`config.mk`:
```
export PLATFORM = sky130hd
export DESIGN_NAME = cfm_flag_unit
export DESIGN_NICKNAME = d
export VERILOG_FILES = /design/src/design/cfm_pkg.sv /design/src/design/cfm_flag_unit.sv
export VERILOG_INCLUDE_DIRS = /design/src /design/src/design
export SDC_FILE = /design/constraint.sdc
export NUM_CORES = 2
export LEC_CHECK = 0
export BUFFER_PORTS_ARGS = -buffer_cell sky130_fd_sc_hd__buf_4
export CAP_MARGIN = 20
export CORE_ASPECT_RATIO = 1.2
export CORE_UTILIZATION = 58
export DETAILED_ROUTE_END_ITERATION = 16
export GPL_TIMING_DRIVEN = 0
export PLACE_DENSITY = 0.74
export REMOVE_ABC_BUFFERS = 1
export SLEW_MARGIN = 5
export SYNTH_ARGS = -nofsm -noshare
export SYNTH_HDL_FRONTEND = slang
export SYNTH_SLANG_ARGS = --single-unit
```
`constraint.sdc`:
```
create_clock -name clk_i -period 22.1 [get_ports clk_i]
set_input_delay 4.42 -clock clk_i [delete_from_list [all_inputs] [get_ports clk_i]]
set_output_delay 4.42 -clock clk_i [all_outputs]
set_load 0.02 [all_outputs]
```
`src/design/cfm_regs.svh`:
```
// register offsets, reset values, opcodes and vectors of the flag and mask unit
`ifndef CFM_REGS_SVH
`define CFM_REGS_SVH
// ==========================================================
// register byte offsets
`define CFM_OFF_FLAGS  8'h00
`define CFM_OFF_ACC    8'h04
`define CFM_OFF_SP     8'h08
`define CFM_OFF_INDEX  8'h0C
`define CFM_OFF_PC     8'h10
`define CFM_OFF_CTRL   8'h14
`define CFM_OFF_STATUS 8'h18
// ==========================================================
// reset values and fixed fields
`define CFM_FLAGS_RST  8'h68
`define CFM_SP_RST     16'h00FF
`define CFM_CTRL_BRKEN 0
`define CFM_CTRL_MON   1
// ==========================================================
// opcodes handled here
`define CFM_OP_ADC     8'hA9
`define CFM_OP_ADD     8'hAB
`define CFM_OP_AND     8'hA4
`define CFM_OP_ASLA    8'h48
`define CFM_OP_AIS     8'hA7
`define CFM_OP_AIX     8'hAF
`define CFM_OP_BCC     8'h24
`define CFM_OP_DAA     8'h72
`define CFM_OP_CLI     8'h9A
`define CFM_OP_RTI     8'h80
`define CFM_OP_SWI     8'h83
`define CFM_OP_WAIT    8'h8F
`define CFM_OP_STOP    8'h8E
// ==========================================================
// cycle counts and stack frame
`define CFM_CYC_IMM    2'h2
`define CFM_CYC_BCC    2'h3
`define CFM_FRAME_LAST 3'h4
// ==========================================================
// vectors
`define CFM_VEC_SWI    16'hFFFC
`define CFM_VEC_SWI_MN 16'hFEFC
`define CFM_VEC_IRQ    16'hFFFA
`endif

```
`src/design/cfm_pkg.sv`:
```
// types shared by the flag and mask unit
package cfm_pkg;
  // ==========================================================
  // condition flags, bit 7 down to bit 0
  typedef struct packed {
    logic v;
    logic one6;
    logic one5;
    logic h;
    logic i;
    logic n;
    logic z;
    logic c;
  } cfm_flags_s;

  // result of one flag-setting operation
  typedef struct packed {
    logic [7:0] res;
    cfm_flags_s f;
    logic       wr_acc;
  } cfm_alu_s;

  typedef enum logic [2:0] {
    ST_RUN  = 3'b000,
    ST_PUSH = 3'b001,
    ST_MASK = 3'b010,
    ST_VECT = 3'b011,
    ST_PULL = 3'b100,
    ST_WAIT = 3'b101,
    ST_STOP = 3'b110,
    ST_STAB = 3'b111
  } cfm_state_e;
endpackage

```
`src/design/cfm_flag_unit.sv`:
```
// condition flags, interrupt mask sequencing, standby and break handling
//
// The address map and the Wishbone register port were decided locally.
`timescale 1ns/1ps
`include "cfm_regs.svh"

// How it works
// - flag bits 6 and 5 always read as one.
// - overflow flag follows two's complement overflow of the result.
// - add and add-with-carry set half-carry on carry from bit 3 to 4.
// - decimal adjust derives its correction from half-carry, carry and the accumulator value.
// - mask set blocks all maskable requests; clear lets them in.
// - interrupt entry pushes registers, then sets mask, then fetches vector.
// - entry never stacks the upper index byte; software saves it.
// - with several requests pending the highest priority one goes first.
// - return from interrupt pulls registers and the stacked mask.
// - reset sets the mask; the clear-mask, wait and stop ops clear it, and the return pull restores it.
// - negative flag copies result bit 7.
// - zero flag is one when the 8-bit result is zero.
// - carry from addition; shifts also update carry.
// - wait clears mask, stops core clock; irq wake restarts the clock and entry then sets the mask.
// - stop clears mask, stops core clock; external irq wakes.
// - after stop the core clock waits out the oscillator delay.
// - enabled break finishes current op then runs software interrupt.
// - break vector is FFFC, or FEFC in monitor mode.
// - return inside break routine ends break once request is gone.
// - stack immediate add adds signed byte to stack pointer, no flags.
// - index immediate add adds signed byte to index, no flags.
// - branch on carry clear jumps to pc plus 2 plus offset.
module cfm_flag_unit #(
  parameter int NIRQ      = 4,
  parameter int OSC_DELAY = 4096,
  parameter int STK_AW    = 8
) (
  input  wire logic               clk_i,
  input  wire logic               rst_i,
  input  wire logic               wb_cyc_i,
  input  wire logic               wb_stb_i,
  input  wire logic               wb_we_i,
  input  wire logic [7:0]         wb_adr_i,
  input  wire logic [3:0]         wb_sel_i,
  input  wire logic [31:0]        wb_dat_i,
  output logic      [31:0]        wb_dat_o,
  output logic                    wb_ack_o,
  input  wire logic               op_valid_i,
  input  wire logic [7:0]         op_code_i,
  input  wire logic [7:0]         op_data_i,
  output logic                    op_ready_o,
  input  wire logic [NIRQ-1:0]    irq_pin_i,
  input  wire logic               brk_req_i,
  input  wire logic [15:0]        vect_data_i,
  output logic                    vect_fetch_o,
  output logic      [15:0]        vect_addr_o,
  output logic                    core_clk_en_o,
  output cfm_pkg::cfm_flags_s     flags_o
);
  // ==========================================================
  // state
  cfm_pkg::cfm_state_e state_reg;
  cfm_pkg::cfm_flags_s flags_reg;
  cfm_pkg::cfm_alu_s   alu;
  logic [7:0]          acc_reg;
  logic [15:0]         sp_reg;
  logic [15:0]         ix_reg;
  logic [15:0]         pc_reg;
  logic [1:0]          ctrl_reg;
  logic [2:0]          cnt_reg;
  logic [1:0]          busy_reg;
  logic                ready_reg;
  logic                brk_act_reg;
  logic                clk_en_reg;
  logic                fetch_reg;
  logic [15:0]         vec_reg;
  logic [31:0]         stab_reg;
  logic [31:0]         rdat_reg;
  logic                ack_reg;
  logic [NIRQ-1:0]     s1_reg;
  logic [NIRQ-1:0]     s2_reg;
  logic [NIRQ-1:0]     s3_reg;
  logic [NIRQ-1:0]     pend_reg;
  logic [7:0]          stack_mem [0:(1<<STK_AW)-1];
  logic                accept;
  logic                wr_hit;
  logic                brk_take;
  logic                irq_take;
  logic [7:0]          push_byte;
  logic [7:0]          pop_byte;
  logic [15:0]         rel_ext;

  // ==========================================================
  // helpers
  // lowest index is the highest priority request
  function automatic logic [15:0] irq_vector(input logic [NIRQ-1:0] p);
    logic [15:0] v;
    v = `CFM_VEC_IRQ;
    for (int k = NIRQ - 1; k >= 0; k--) begin
      if (p[k]) begin
        v = `CFM_VEC_IRQ - 16'(2 * k);
      end
    end
    return v;
  endfunction

  function automatic logic [1:0] op_cycles(input logic [7:0] op);
    return (op == `CFM_OP_BCC) ? `CFM_CYC_BCC : `CFM_CYC_IMM;
  endfunction

  // ASLA, DAA and CLI are one byte long; every other op, inherent RTI, SWI, WAIT and STOP included, counts two
  function automatic logic [15:0] op_len(input logic [7:0] op);
    logic inh;
    inh = (op == `CFM_OP_ASLA) || (op == `CFM_OP_DAA) || (op == `CFM_OP_CLI);
    return inh ? 16'h0001 : 16'h0002;
  endfunction

  assign accept   = (state_reg == cfm_pkg::ST_RUN) && ready_reg && op_valid_i;
  assign wr_hit   = wb_cyc_i && wb_stb_i && wb_we_i && ack_reg;
  assign brk_take = ctrl_reg[`CFM_CTRL_BRKEN] && brk_req_i && !brk_act_reg;
  assign irq_take = !flags_reg.i && (|pend_reg);
  assign rel_ext  = {{8{op_data_i[7]}}, op_data_i};
  assign pop_byte = stack_mem[STK_AW'(sp_reg + 16'h0001)];

  // stacked frame: pcl, pch, x, a, flags; upper index byte is left alone
  always_comb begin
    case (cnt_reg)
      3'h0:    push_byte = pc_reg[7:0];
      3'h1:    push_byte = pc_reg[15:8];
      3'h2:    push_byte = ix_reg[7:0];
      3'h3:    push_byte = acc_reg;
      default: push_byte = flags_reg;
    endcase
  end

  // ==========================================================
  // operation results and their flags
  always_comb begin
    logic [8:0] sum;
    logic [4:0] low;
    logic [7:0] corr;
    logic       cin;
    sum  = 9'h000;
    low  = 5'h00;
    corr = 8'h00;
    cin  = 1'b0;
    alu.f      = flags_reg;
    alu.res    = acc_reg;
    alu.wr_acc = 1'b0;
    case (op_code_i)
      `CFM_OP_ADC, `CFM_OP_ADD: begin
        cin = (op_code_i == `CFM_OP_ADC) ? flags_reg.c : 1'b0;
        sum = {1'b0, acc_reg} + {1'b0, op_data_i} + {8'h00, cin};
        low = {1'b0, acc_reg[3:0]} + {1'b0, op_data_i[3:0]} + {4'h0, cin};
        alu.res = sum[7:0];
        alu.f.c = sum[8];
        alu.f.h = low[4];
        alu.f.v = (acc_reg[7] == op_data_i[7]) && (sum[7] != acc_reg[7]);
        alu.wr_acc = 1'b1;
      end
      `CFM_OP_AND: begin
        alu.res = acc_reg & op_data_i;
        alu.f.v = 1'b0;
        alu.wr_acc = 1'b1;
      end
      `CFM_OP_ASLA: begin
        alu.res = {acc_reg[6:0], 1'b0};
        alu.f.c = acc_reg[7];
        alu.f.v = acc_reg[7] ^ acc_reg[6];
        alu.wr_acc = 1'b1;
      end
      `CFM_OP_DAA: begin
        // correction taken from the half-carry and carry states and the accumulator value
        if (flags_reg.h || (acc_reg[3:0] > 4'h9)) begin
          corr[3:0] = 4'h6;
        end
        if (flags_reg.c || (acc_reg > 8'h99)) begin
          corr[7:4] = 4'h6;
        end
        alu.res = acc_reg + corr;
        alu.f.c = corr[7:4] != 4'h0;
        alu.wr_acc = 1'b1;
      end
      default: alu.wr_acc = 1'b0;
    endcase
    if (alu.wr_acc) begin
      alu.f.n = alu.res[7];
      alu.f.z = alu.res == 8'h00;
    end
  end

  // ==========================================================
  // pin synchroniser: a level counts once stages two and three agree
  always_ff @(posedge clk_i) begin
    if (rst_i) begin
      s1_reg   <= '0;
      s2_reg   <= '0;
      s3_reg   <= '0;
      pend_reg <= '0;
    end else begin
      s1_reg <= irq_pin_i;
      s2_reg <= s1_reg;
      s3_reg <= s2_reg;
      for (int k = 0; k < NIRQ; k++) begin
        if (s2_reg[k] == s3_reg[k]) begin
          pend_reg[k] <= s3_reg[k];
        end
      end
    end
  end

  // ==========================================================
  // wishbone slave: ack one cycle after the strobe, writes land on the ack edge
  always_ff @(posedge clk_i) begin
    if (rst_i) begin
      ack_reg  <= 1'b0;
      rdat_reg <= 32'h0000_0000;
      ctrl_reg <= 2'h0;
    end else begin
      ack_reg <= wb_cyc_i && wb_stb_i && !ack_reg;
      if (wb_cyc_i && wb_stb_i && !ack_reg) begin
        case (wb_adr_i)
          `CFM_OFF_FLAGS:  rdat_reg <= {24'h000000, flags_reg};
          `CFM_OFF_ACC:    rdat_reg <= {24'h000000, acc_reg};
          `CFM_OFF_SP:     rdat_reg <= {16'h0000, sp_reg};
          `CFM_OFF_INDEX:  rdat_reg <= {16'h0000, ix_reg};
          `CFM_OFF_PC:     rdat_reg <= {16'h0000, pc_reg};
          `CFM_OFF_CTRL:   rdat_reg <= {30'h00000000, ctrl_reg};
          `CFM_OFF_STATUS: rdat_reg <= {24'h000000, clk_en_reg, brk_act_reg, 3'h0, state_reg};
          default:         rdat_reg <= 32'h0000_0000;
        endcase
      end
      if (wr_hit && (wb_adr_i == `CFM_OFF_CTRL) && wb_sel_i[0]) begin
        ctrl_reg <= wb_dat_i[1:0];
      end
    end
  end

  // ==========================================================
  // sequencer: op boundary, interrupt entry, return, standby
  always_ff @(posedge clk_i) begin
    if (rst_i) begin
      state_reg   <= cfm_pkg::ST_RUN;
      cnt_reg     <= 3'h0;
      busy_reg    <= 2'h0;
      ready_reg   <= 1'b0;
      brk_act_reg <= 1'b0;
      clk_en_reg  <= 1'b1;
      fetch_reg   <= 1'b0;
      vec_reg     <= `CFM_VEC_SWI;
      stab_reg    <= 32'h0000_0000;
    end else begin
      fetch_reg <= 1'b0;
      case (state_reg)
        cfm_pkg::ST_RUN: begin
          if (accept) begin
            ready_reg <= 1'b0;
            busy_reg  <= op_cycles(op_code_i) - `CFM_CYC_IMM;
            case (op_code_i)
              `CFM_OP_SWI: begin
                state_reg <= cfm_pkg::ST_PUSH;
                vec_reg   <= `CFM_VEC_SWI;
              end
              `CFM_OP_RTI: begin
                state_reg <= cfm_pkg::ST_PULL;
                if (brk_act_reg && !brk_req_i) begin
                  brk_act_reg <= 1'b0;
                end
              end
              `CFM_OP_WAIT: begin
                state_reg  <= cfm_pkg::ST_WAIT;
                clk_en_reg <= 1'b0;
              end
              `CFM_OP_STOP: begin
                state_reg  <= cfm_pkg::ST_STOP;
                clk_en_reg <= 1'b0;
              end
              default: state_reg <= cfm_pkg::ST_RUN;
            endcase
          end else if (ready_reg && (brk_take || irq_take)) begin
            ready_reg <= 1'b0;
          end else if (!ready_reg && (busy_reg == 2'h0)) begin
            // break outranks maskable requests at an op boundary
            if (brk_take) begin
              state_reg   <= cfm_pkg::ST_PUSH;
              brk_act_reg <= 1'b1;
              vec_reg     <= ctrl_reg[`CFM_CTRL_MON] ? `CFM_VEC_SWI_MN : `CFM_VEC_SWI;
            end else if (irq_take) begin
              state_reg <= cfm_pkg::ST_PUSH;
              vec_reg   <= irq_vector(pend_reg);
            end else begin
              ready_reg <= 1'b1;
            end
          end else if (busy_reg != 2'h0) begin
            busy_reg <= busy_reg - 2'h1;
          end
        end
        cfm_pkg::ST_PUSH: begin
          cnt_reg <= (cnt_reg == `CFM_FRAME_LAST) ? 3'h0 : cnt_reg + 3'h1;
          if (cnt_reg == `CFM_FRAME_LAST) begin
            state_reg <= cfm_pkg::ST_MASK;
          end
        end
        cfm_pkg::ST_MASK: begin
          state_reg <= cfm_pkg::ST_VECT;
          fetch_reg <= 1'b1;
        end
        cfm_pkg::ST_VECT: state_reg <= cfm_pkg::ST_RUN;
        cfm_pkg::ST_PULL: begin
          cnt_reg <= (cnt_reg == `CFM_FRAME_LAST) ? 3'h0 : cnt_reg + 3'h1;
          if (cnt_reg == `CFM_FRAME_LAST) begin
            state_reg <= cfm_pkg::ST_RUN;
          end
        end
        cfm_pkg::ST_WAIT: begin
          // any request wakes; the mask stays clear until entry sets it
          if (|pend_reg) begin
            state_reg  <= cfm_pkg::ST_PUSH;
            vec_reg    <= irq_vector(pend_reg);
            clk_en_reg <= 1'b1;
          end
        end
        cfm_pkg::ST_STOP: begin
          if (pend_reg[0]) begin
            state_reg <= cfm_pkg::ST_STAB;
            stab_reg  <= 32'(OSC_DELAY - 1);
          end
        end
        cfm_pkg::ST_STAB: begin
          if (stab_reg == 32'h0000_0000) begin
            state_reg  <= cfm_pkg::ST_PUSH;
            vec_reg    <= `CFM_VEC_IRQ;
            clk_en_reg <= 1'b1;
          end else begin
            stab_reg <= stab_reg - 32'h0000_0001;
          end
        end
        default: state_reg <= cfm_pkg::ST_RUN;
      endcase
    end
  end

  // ==========================================================
  // condition flags; a hardware update wins over a bus write
  always_ff @(posedge clk_i) begin
    if (rst_i) begin
      flags_reg <= `CFM_FLAGS_RST;
    end else begin
      if (accept) begin
        flags_reg <= alu.f;
        if ((op_code_i == `CFM_OP_CLI) || (op_code_i == `CFM_OP_WAIT)
            || (op_code_i == `CFM_OP_STOP)) begin
          flags_reg.i <= 1'b0;
        end
      end else if (state_reg == cfm_pkg::ST_MASK) begin
        flags_reg.i <= 1'b1;
      end else if ((state_reg == cfm_pkg::ST_PULL) && (cnt_reg == 3'h0)) begin
        flags_reg <= pop_byte;
      end else if (wr_hit && (wb_adr_i == `CFM_OFF_FLAGS) && wb_sel_i[0]) begin
        // software may set the mask here but never clear it
        flags_reg   <= wb_dat_i[7:0];
        flags_reg.i <= wb_dat_i[3] | flags_reg.i;
      end
      flags_reg.one6 <= 1'b1;
      flags_reg.one5 <= 1'b1;
    end
  end

  // ==========================================================
  // accumulator, pointers, program counter and stack
  always_ff @(posedge clk_i) begin
    if (rst_i) begin
      acc_reg <= 8'h00;
      sp_reg  <= `CFM_SP_RST;
      ix_reg  <= 16'h0000;
      pc_reg  <= 16'h0000;
    end else if (accept) begin
      pc_reg <= pc_reg + op_len(op_code_i);
      if (alu.wr_acc) begin
        acc_reg <= alu.res;
      end
      if (op_code_i == `CFM_OP_AIS) begin
        sp_reg <= sp_reg + rel_ext;
      end
      if (op_code_i == `CFM_OP_AIX) begin
        ix_reg <= ix_reg + rel_ext;
      end
      if ((op_code_i == `CFM_OP_BCC) && !flags_reg.c) begin
        pc_reg <= pc_reg + 16'h0002 + rel_ext;
      end
    end else if (state_reg == cfm_pkg::ST_PUSH) begin
      stack_mem[STK_AW'(sp_reg)] <= push_byte;
      sp_reg <= sp_reg - 16'h0001;
    end else if (state_reg == cfm_pkg::ST_VECT) begin
      pc_reg <= vect_data_i;
    end else if (state_reg == cfm_pkg::ST_PULL) begin
      sp_reg <= sp_reg + 16'h0001;
      case (cnt_reg)
        3'h1:    acc_reg        <= pop_byte;
        3'h2:    ix_reg[7:0]    <= pop_byte;
        3'h3:    pc_reg[15:8]   <= pop_byte;
        3'h4:    pc_reg[7:0]    <= pop_byte;
        default: acc_reg        <= acc_reg;
      endcase
    end else if (wr_hit) begin
      case (wb_adr_i)
        `CFM_OFF_ACC:   acc_reg <= wb_dat_i[7:0];
        `CFM_OFF_SP:    sp_reg  <= wb_dat_i[15:0];
        `CFM_OFF_INDEX: ix_reg  <= wb_dat_i[15:0];
        `CFM_OFF_PC:    pc_reg  <= wb_dat_i[15:0];
        default:        acc_reg <= acc_reg;
      endcase
    end
  end

  assign wb_dat_o      = rdat_reg;
  assign wb_ack_o      = ack_reg;
  assign op_ready_o    = ready_reg;
  assign vect_fetch_o  = fetch_reg;
  assign vect_addr_o   = vec_reg;
  assign core_clk_en_o = clk_en_reg;
  assign flags_o       = flags_reg;
endmodule

```
* After elaboration in Yosys (flattened, before gate mapping)
Memories as Yosys holds them, arrays and structs flattened. Cells that the tools add are included. W data, S select, Z words.
Storage, ports and cells: register bits 175, memories kept 1, ROM bits 0, RAM bits 2048, latch bits 0
Cells by class: $mul 0, eq/ne operators 70, bitwise operators 3, shifts and indexed selects 0, reduce and logical (&&, ||, !) cells 80, $add $sub $neg 16, magnitude comparators 2, divide/modulo/power cells 0, multiplexer cells 110
Memory list:
- stack_mem | words 256, bits a word 8, read ports 1, clocked after Yosys merged registers in 0, wr ports 1, RTL line cfm_flag_unit.sv:81 | logic [7:0] stack_mem [0:(1<<STK_AW)-1];
Operator list (number):
- $mux W16 | 31
- $mux W8 | 16
- $pmux W16 S7 | 1
- $eq A8 B8 Y1 const B | 10
- $mux W32 | 2
- $pmux W32 S2 | 1
- $pmux W8 S4 | 2
- $add A16 B16 Y16 | 3
- $pmux W16 S3 | 1
- $mux W3 | 14
- $logic_not A32 Y1 | 1
- $sub A32 B1 Y32 const B | 1
- $ne A2 B2 Y1 const B | 15
- $mux W1 | 26
- $eq A8 B5 Y1 const B | 3
- $pmux W3 S8 | 1
- $reduce_and A6 Y1 | 4
- $reduce_bool A4 Y1 | 6
- $reduce_and A4 Y1 | 5
- $logic_and A1 B1 Y1 | 19
- $ne A3 B2 Y1 const B | 6
- $reduce_bool A3 Y1 | 6
- $add A16 B1 Y16 const B | 1
- $add A16 B2 Y16 | 1
- other kinds (49) | 105

* Longest topological paths before layout
depth in word-level cells 10, mapped depth 19, depth with buffers taken out 15

* Worst setup path after synthesis
No wires, ideal clock.
path type flip-flop to flip-flop, from register cnt_reg[2], to memory stack_mem[0][1], data pin, library setup time 1.577 ns, setup slack 12.125 ns, cell stages (with the launch flop) 9, data required time 20.523 ns, arrival 8.398 ns, buffers on the path 3, clock period less this slack 9.975 ns, cells stage by stage dfxtp_1 -> clkbuf_1 -> inv_1 -> clkbuf_1 -> ha_1 -> clkbuf_1 -> a22oi_1 -> and3_1 -> a21oi_1
Between the ends: word-level cells in the longest chain between the ends 2
RTL lines:
- from (decl) | RTL line cfm_flag_unit.sv:67 | logic [2:0] cnt_reg;
- from (signal assigned) | RTL line cfm_flag_unit.sv:296 | cnt_reg <= (cnt_reg == `CFM_FRAME_LAST) ? 3'h0 : cnt_reg + 3'h1;
- from (signal assigned) | RTL line cfm_flag_unit.sv:307 | cnt_reg <= (cnt_reg == `CFM_FRAME_LAST) ? 3'h0 : cnt_reg + 3'h1;
- $eq A3 B2 Y1 (tied with other cells) | RTL line cfm_flag_unit.sv:124 | case (cnt_reg)
- $pmux W8 S4 * | RTL line cfm_flag_unit.sv:124
- net push_byte[1] | RTL line cfm_flag_unit.sv:86 | logic [7:0] push_byte;
- to (decl) | RTL line cfm_flag_unit.sv:81
Mark *: on every way through the listed nets, which the timed path passes. The rest lies on a longest branch.

* Worst setup path in the final report
from register sp_reg[0], to register acc_reg[7]
Between the ends: word-level cells in the longest chain between the ends 7
RTL lines:
- from (decl) | RTL line cfm_flag_unit.sv:63 | logic [15:0] sp_reg;
- from (signal assigned) | RTL line cfm_flag_unit.sv:371 | sp_reg <= `CFM_SP_RST;
- from (signal assigned) | RTL line cfm_flag_unit.sv:380 | sp_reg <= sp_reg + rel_ext;
- from (signal assigned) | RTL line cfm_flag_unit.sv:390 | sp_reg <= sp_reg - 16'h0001;
- $add A16 B1 Y16
- $mem_v2 Z256 W8
- $mux W8 | RTL line cfm_flag_unit.sv:395 | case (cnt_reg)
- $mux W8 | RTL line cfm_flag_unit.sv:393 | end else if (state_reg == cfm_pkg::ST_PULL) begin
- $mux W8 | RTL line cfm_flag_unit.sv:391 | end else if (state_reg == cfm_pkg::ST_VECT) begin
- $mux W8 | RTL line cfm_flag_unit.sv:388 | end else if (state_reg == cfm_pkg::ST_PUSH) begin
- $mux W8 | RTL line cfm_flag_unit.sv:374 | end else if (accept) begin
- to (signal assigned) | RTL line cfm_flag_unit.sv:377 | acc_reg <= alu.res;
- to (signal assigned) | RTL line cfm_flag_unit.sv:396 | 3'h1: acc_reg <= pop_byte;
- to (signal assigned) | RTL line cfm_flag_unit.sv:400 | default: acc_reg <= acc_reg;
- to (decl) | RTL line cfm_flag_unit.sv:62 | logic [7:0] acc_reg;
No other way between the ends. The select of a mux whose other input is x is not followed. A chain may end at the register's enable or synchronous reset.

==> flow_summary_export.csv <==
group,metric,value,unit
clock_tree,cts_tree,"yes",
yosys,async_flop_share,0,%
yosys,synth-seq-area-share,70.3,%
finish,final_area,103000,um2
placement,pre_cts_ws,13.81,ns
sta,clock.fmax,0.123,GHz
clock_tree,htreeDepth,4,
die,fp.dieArea,160000,um2
worst_setup_path,critPathRequiredTime,22.83,ns
finish,layout_common_cells,"edfxtp_1, mux4_2, nor2_1, nand2_1, clkbuf_16",
routing,drc_errors,0,
worst_setup_path,reg2reg_setup_slack,14.00,ns
power,p_leak,33.0,nW
yosys,ys.flop_type,"edfxtp_1",
die,core,157000,um2
worst_setup_path,critPathArrivalTime,8.82,ns
sta,setup_violations,0,
finish,nFillCells,10089,
global_route,track_usage,31.2,%
global_route,first_global_vias,51796,
power,pwr-share-clk,23.7,%
routing,post_drt_wl_per_cell,32.5,um
finish,largest_reg_flops,2048,
placement,gp_congestion,0.947,
power,internal_power,0.00884,W
global_route,grt_pass1_wl,354,mm
power,seq_power_share,37.0,%
placement,post_dp_cell_area,96300,um2
die,die_h,437,um
global_route,grt_overflow_total,0,
run,cap_viol_max_count,0,
power,power_density,137,nW/um2
power,ir_drop,0.000198,V
worst_setup_path,start_kind,"flop",
routing,totalWireLength,246,mm
clock_tree,numCtsBuffers,195,
sta,finalWorstSetupSlack,14.00,ns
power,total_power,0.0141,W
die,io_pins,147,
routing,via_per_inst,6.89,
die,rows,159,
global_route,antenna_found_initial,8,
yosys,synth_edf_count,2048,
sta,finalClockSkew,0.0240,ns
finish,drive_gt1_share,21.4,%
sta,period_minus_slack,8.10,ns
worst_setup_path,crit_type,"reg2reg",
finish,syn2layout_area_growth,12.0,%
global_route,grt_max_degree,94,
die,start_util,58.5,%
power,switching_share,37.1,%
clock_tree,ctsResizeCount,0,
clock_tree,clk_path_buf_depth,3,
clock_tree,cts_setup_buffers,0,
worst_setup_path,cp_max_fo,51,
clock_tree,clk_pin_slew,0.07,ns
finish,layout_commonest_cell,"edfxtp_1",
finish,final_core_util,65.5,%
die,die-width,365,um
placement,dp.cells,7201,
clock_tree,clock-sinks,2193,
yosys,synth-seq-cells,2193,
placement,place_hpwl,159,mm
sta,drv_slew,0,
hold_path,hold_path_class,"reg2reg",
power,p_sw,0.00521,W
sta,hold_viol,0,
sta,rsz0062_at_grt,"false",
placement,port_buffers,97,
clock_tree,clkLatencyLatePin,0.87,ns
run_status,status,"finished, final reports clean",
yosys,yosys_warnings,0,
routing,vias,52153,
finish,fin_nets,5492,
yosys,syn_avg_cell_area,17.6,um2
yosys,synth_area,91600,um2
power,p_comb_share,39.3,%
finish,fin_cells,7567,
routing,ant_nets,0,
sta,worst_pin_slew,1.24,ns
yosys,ys_types,93,
routing,drt_iter0_markers,7612,
clock_tree,hold_buffers,0,
yosys,synth_cells,5190,
worst_setup_path,end_kind,"flop",
sta,fin_crit_sh,36.6,%
sta,relSlewSlack,17.1,%
clock_tree,root_buffer,"clkbuf_16",
routing,firstDrtPassIters,9,
stage by stage:
| step | hold slack, ns | setup TNS, ns |
|---|---|---|
| final | 0.439 | 0 |
| after global routing | 0.466 | 0 |
| after floorplan | 0.414 | -6723.37 |
| after global placement | 0.432 | - |
| after CTS | 0.442 | 0 |
| after detailed placement | 0.428 | 0 |
layout make-up:
cell class | count | area, um2 | area share, %
well taps | 2093 | 2620 | 2.55
flip-flops and latches | 2193 | 64400 | 62.8
diodes | 5 | 12.5 | 0.0122
repair buffers | 229 | 3550 | 3.46
inverters | 48 | 180 | 0.176
clock buffers | 226 | 5040 | 4.91
multi-input cells | 2644 | 25700 | 25.0
clock inverters | 129 | 1130 | 1.10
path summary, 6_finish.rpt:
path | end | from | depth (start not counted)
setup / recovery | acc_reg[7]$_SDFFE_PP0P_ | sp_reg[0]$_SDFFE_PP1P_ | 16
hold / removal | s2_reg[0]$_SDFF_PP0_ | s1_reg[0]$_SDFF_PP0_ | 1
setup reg to reg | acc_reg[7]$_SDFFE_PP0P_ | sp_reg[0]$_SDFFE_PP1P_ | 16
hold reg to reg | s2_reg[0]$_SDFF_PP0_ | s1_reg[0]$_SDFF_PP0_ | 1
cell usage after synthesis, drive strengths merged (17+ instances only):
library cell,instances,area (um2)
inv,45,169
a21o,17,128
o22ai,24,150
a211oi,41,308
a311oi,23,201
nor4,19,155
o211ai,17,128
ha,87,1090
xor2,36,315
nand4,39,244
edfxtp,2048,61500
a32oi,23,201
nor2,432,1620
nor3,57,285
nor2b,39,244
clkbuf,158,593
and3,40,250
or3,24,150
nand2b,18,113
xnor2,60,533
mux4,576,13000
a22oi,67,508
nand2,320,1200
o21ai,108,541
a31oi,42,263
mux2i,52,521
buf,175,1160
dfxtp,145,2900
a21oi,147,739
nand3,91,455
power groups by stage:
stage | combinational, W | sequential (W) | clock (W)
floorplan | 0.00415 | 0.00551 | 0
global placement | 0.00674 | 0.00577 | 0
detailed placement | 0.00528 | 0.00529 | 0
CTS | 0.00532 | 0.00520 | 0.00335
global route | 0.00561 | 0.00521 | 0.00349
finish | 0.00553 | 0.00520 | 0.00332
metal layers:
layer / track usage, % / share of wire, % / up-vias
met1: 38.5 / 34 / 26576
met5: 0 / 0.024 / -
li1: - / - / 21221
met4: 21.3 / 8.1 / 8
met2: 48.4 / 47 / 3433
met3: 8.11 / 11 / 915
cells by family (layout without fill, tap and decap cells):
family	count (synthesis)	count (layout)	synth area share (%)
xor+xnor	96	96	0.926
buf+inv	381	632	2.11
flops	2193	2193	70.3
fa+ha+maj	94	94	1.34
other cells	2	35	0.00820
simple gates	1146	1146	5.71
mux	629	629	14.7
compound gates	649	649	4.84
worst max-delay path, cell delays in order, from the launching register on:
cell	delay, ns
dfxtp_4	0.82
buf_16	0.36
buf_16	0.27
clkinv_1	0.84
ha_4	1.00
buf_12	0.31
buf_16	0.27
buf_16	0.30
buf_16	0.30
mux4_2	0.39
mux4_2	0.54
a22oi_1	0.65
a21oi_1	0.16
nor3_1	0.60
a41o_1	0.45
nand2b_1	0.32
a311oi_1	0.14
Note: power is estimated with default switching activity, not from simulation.
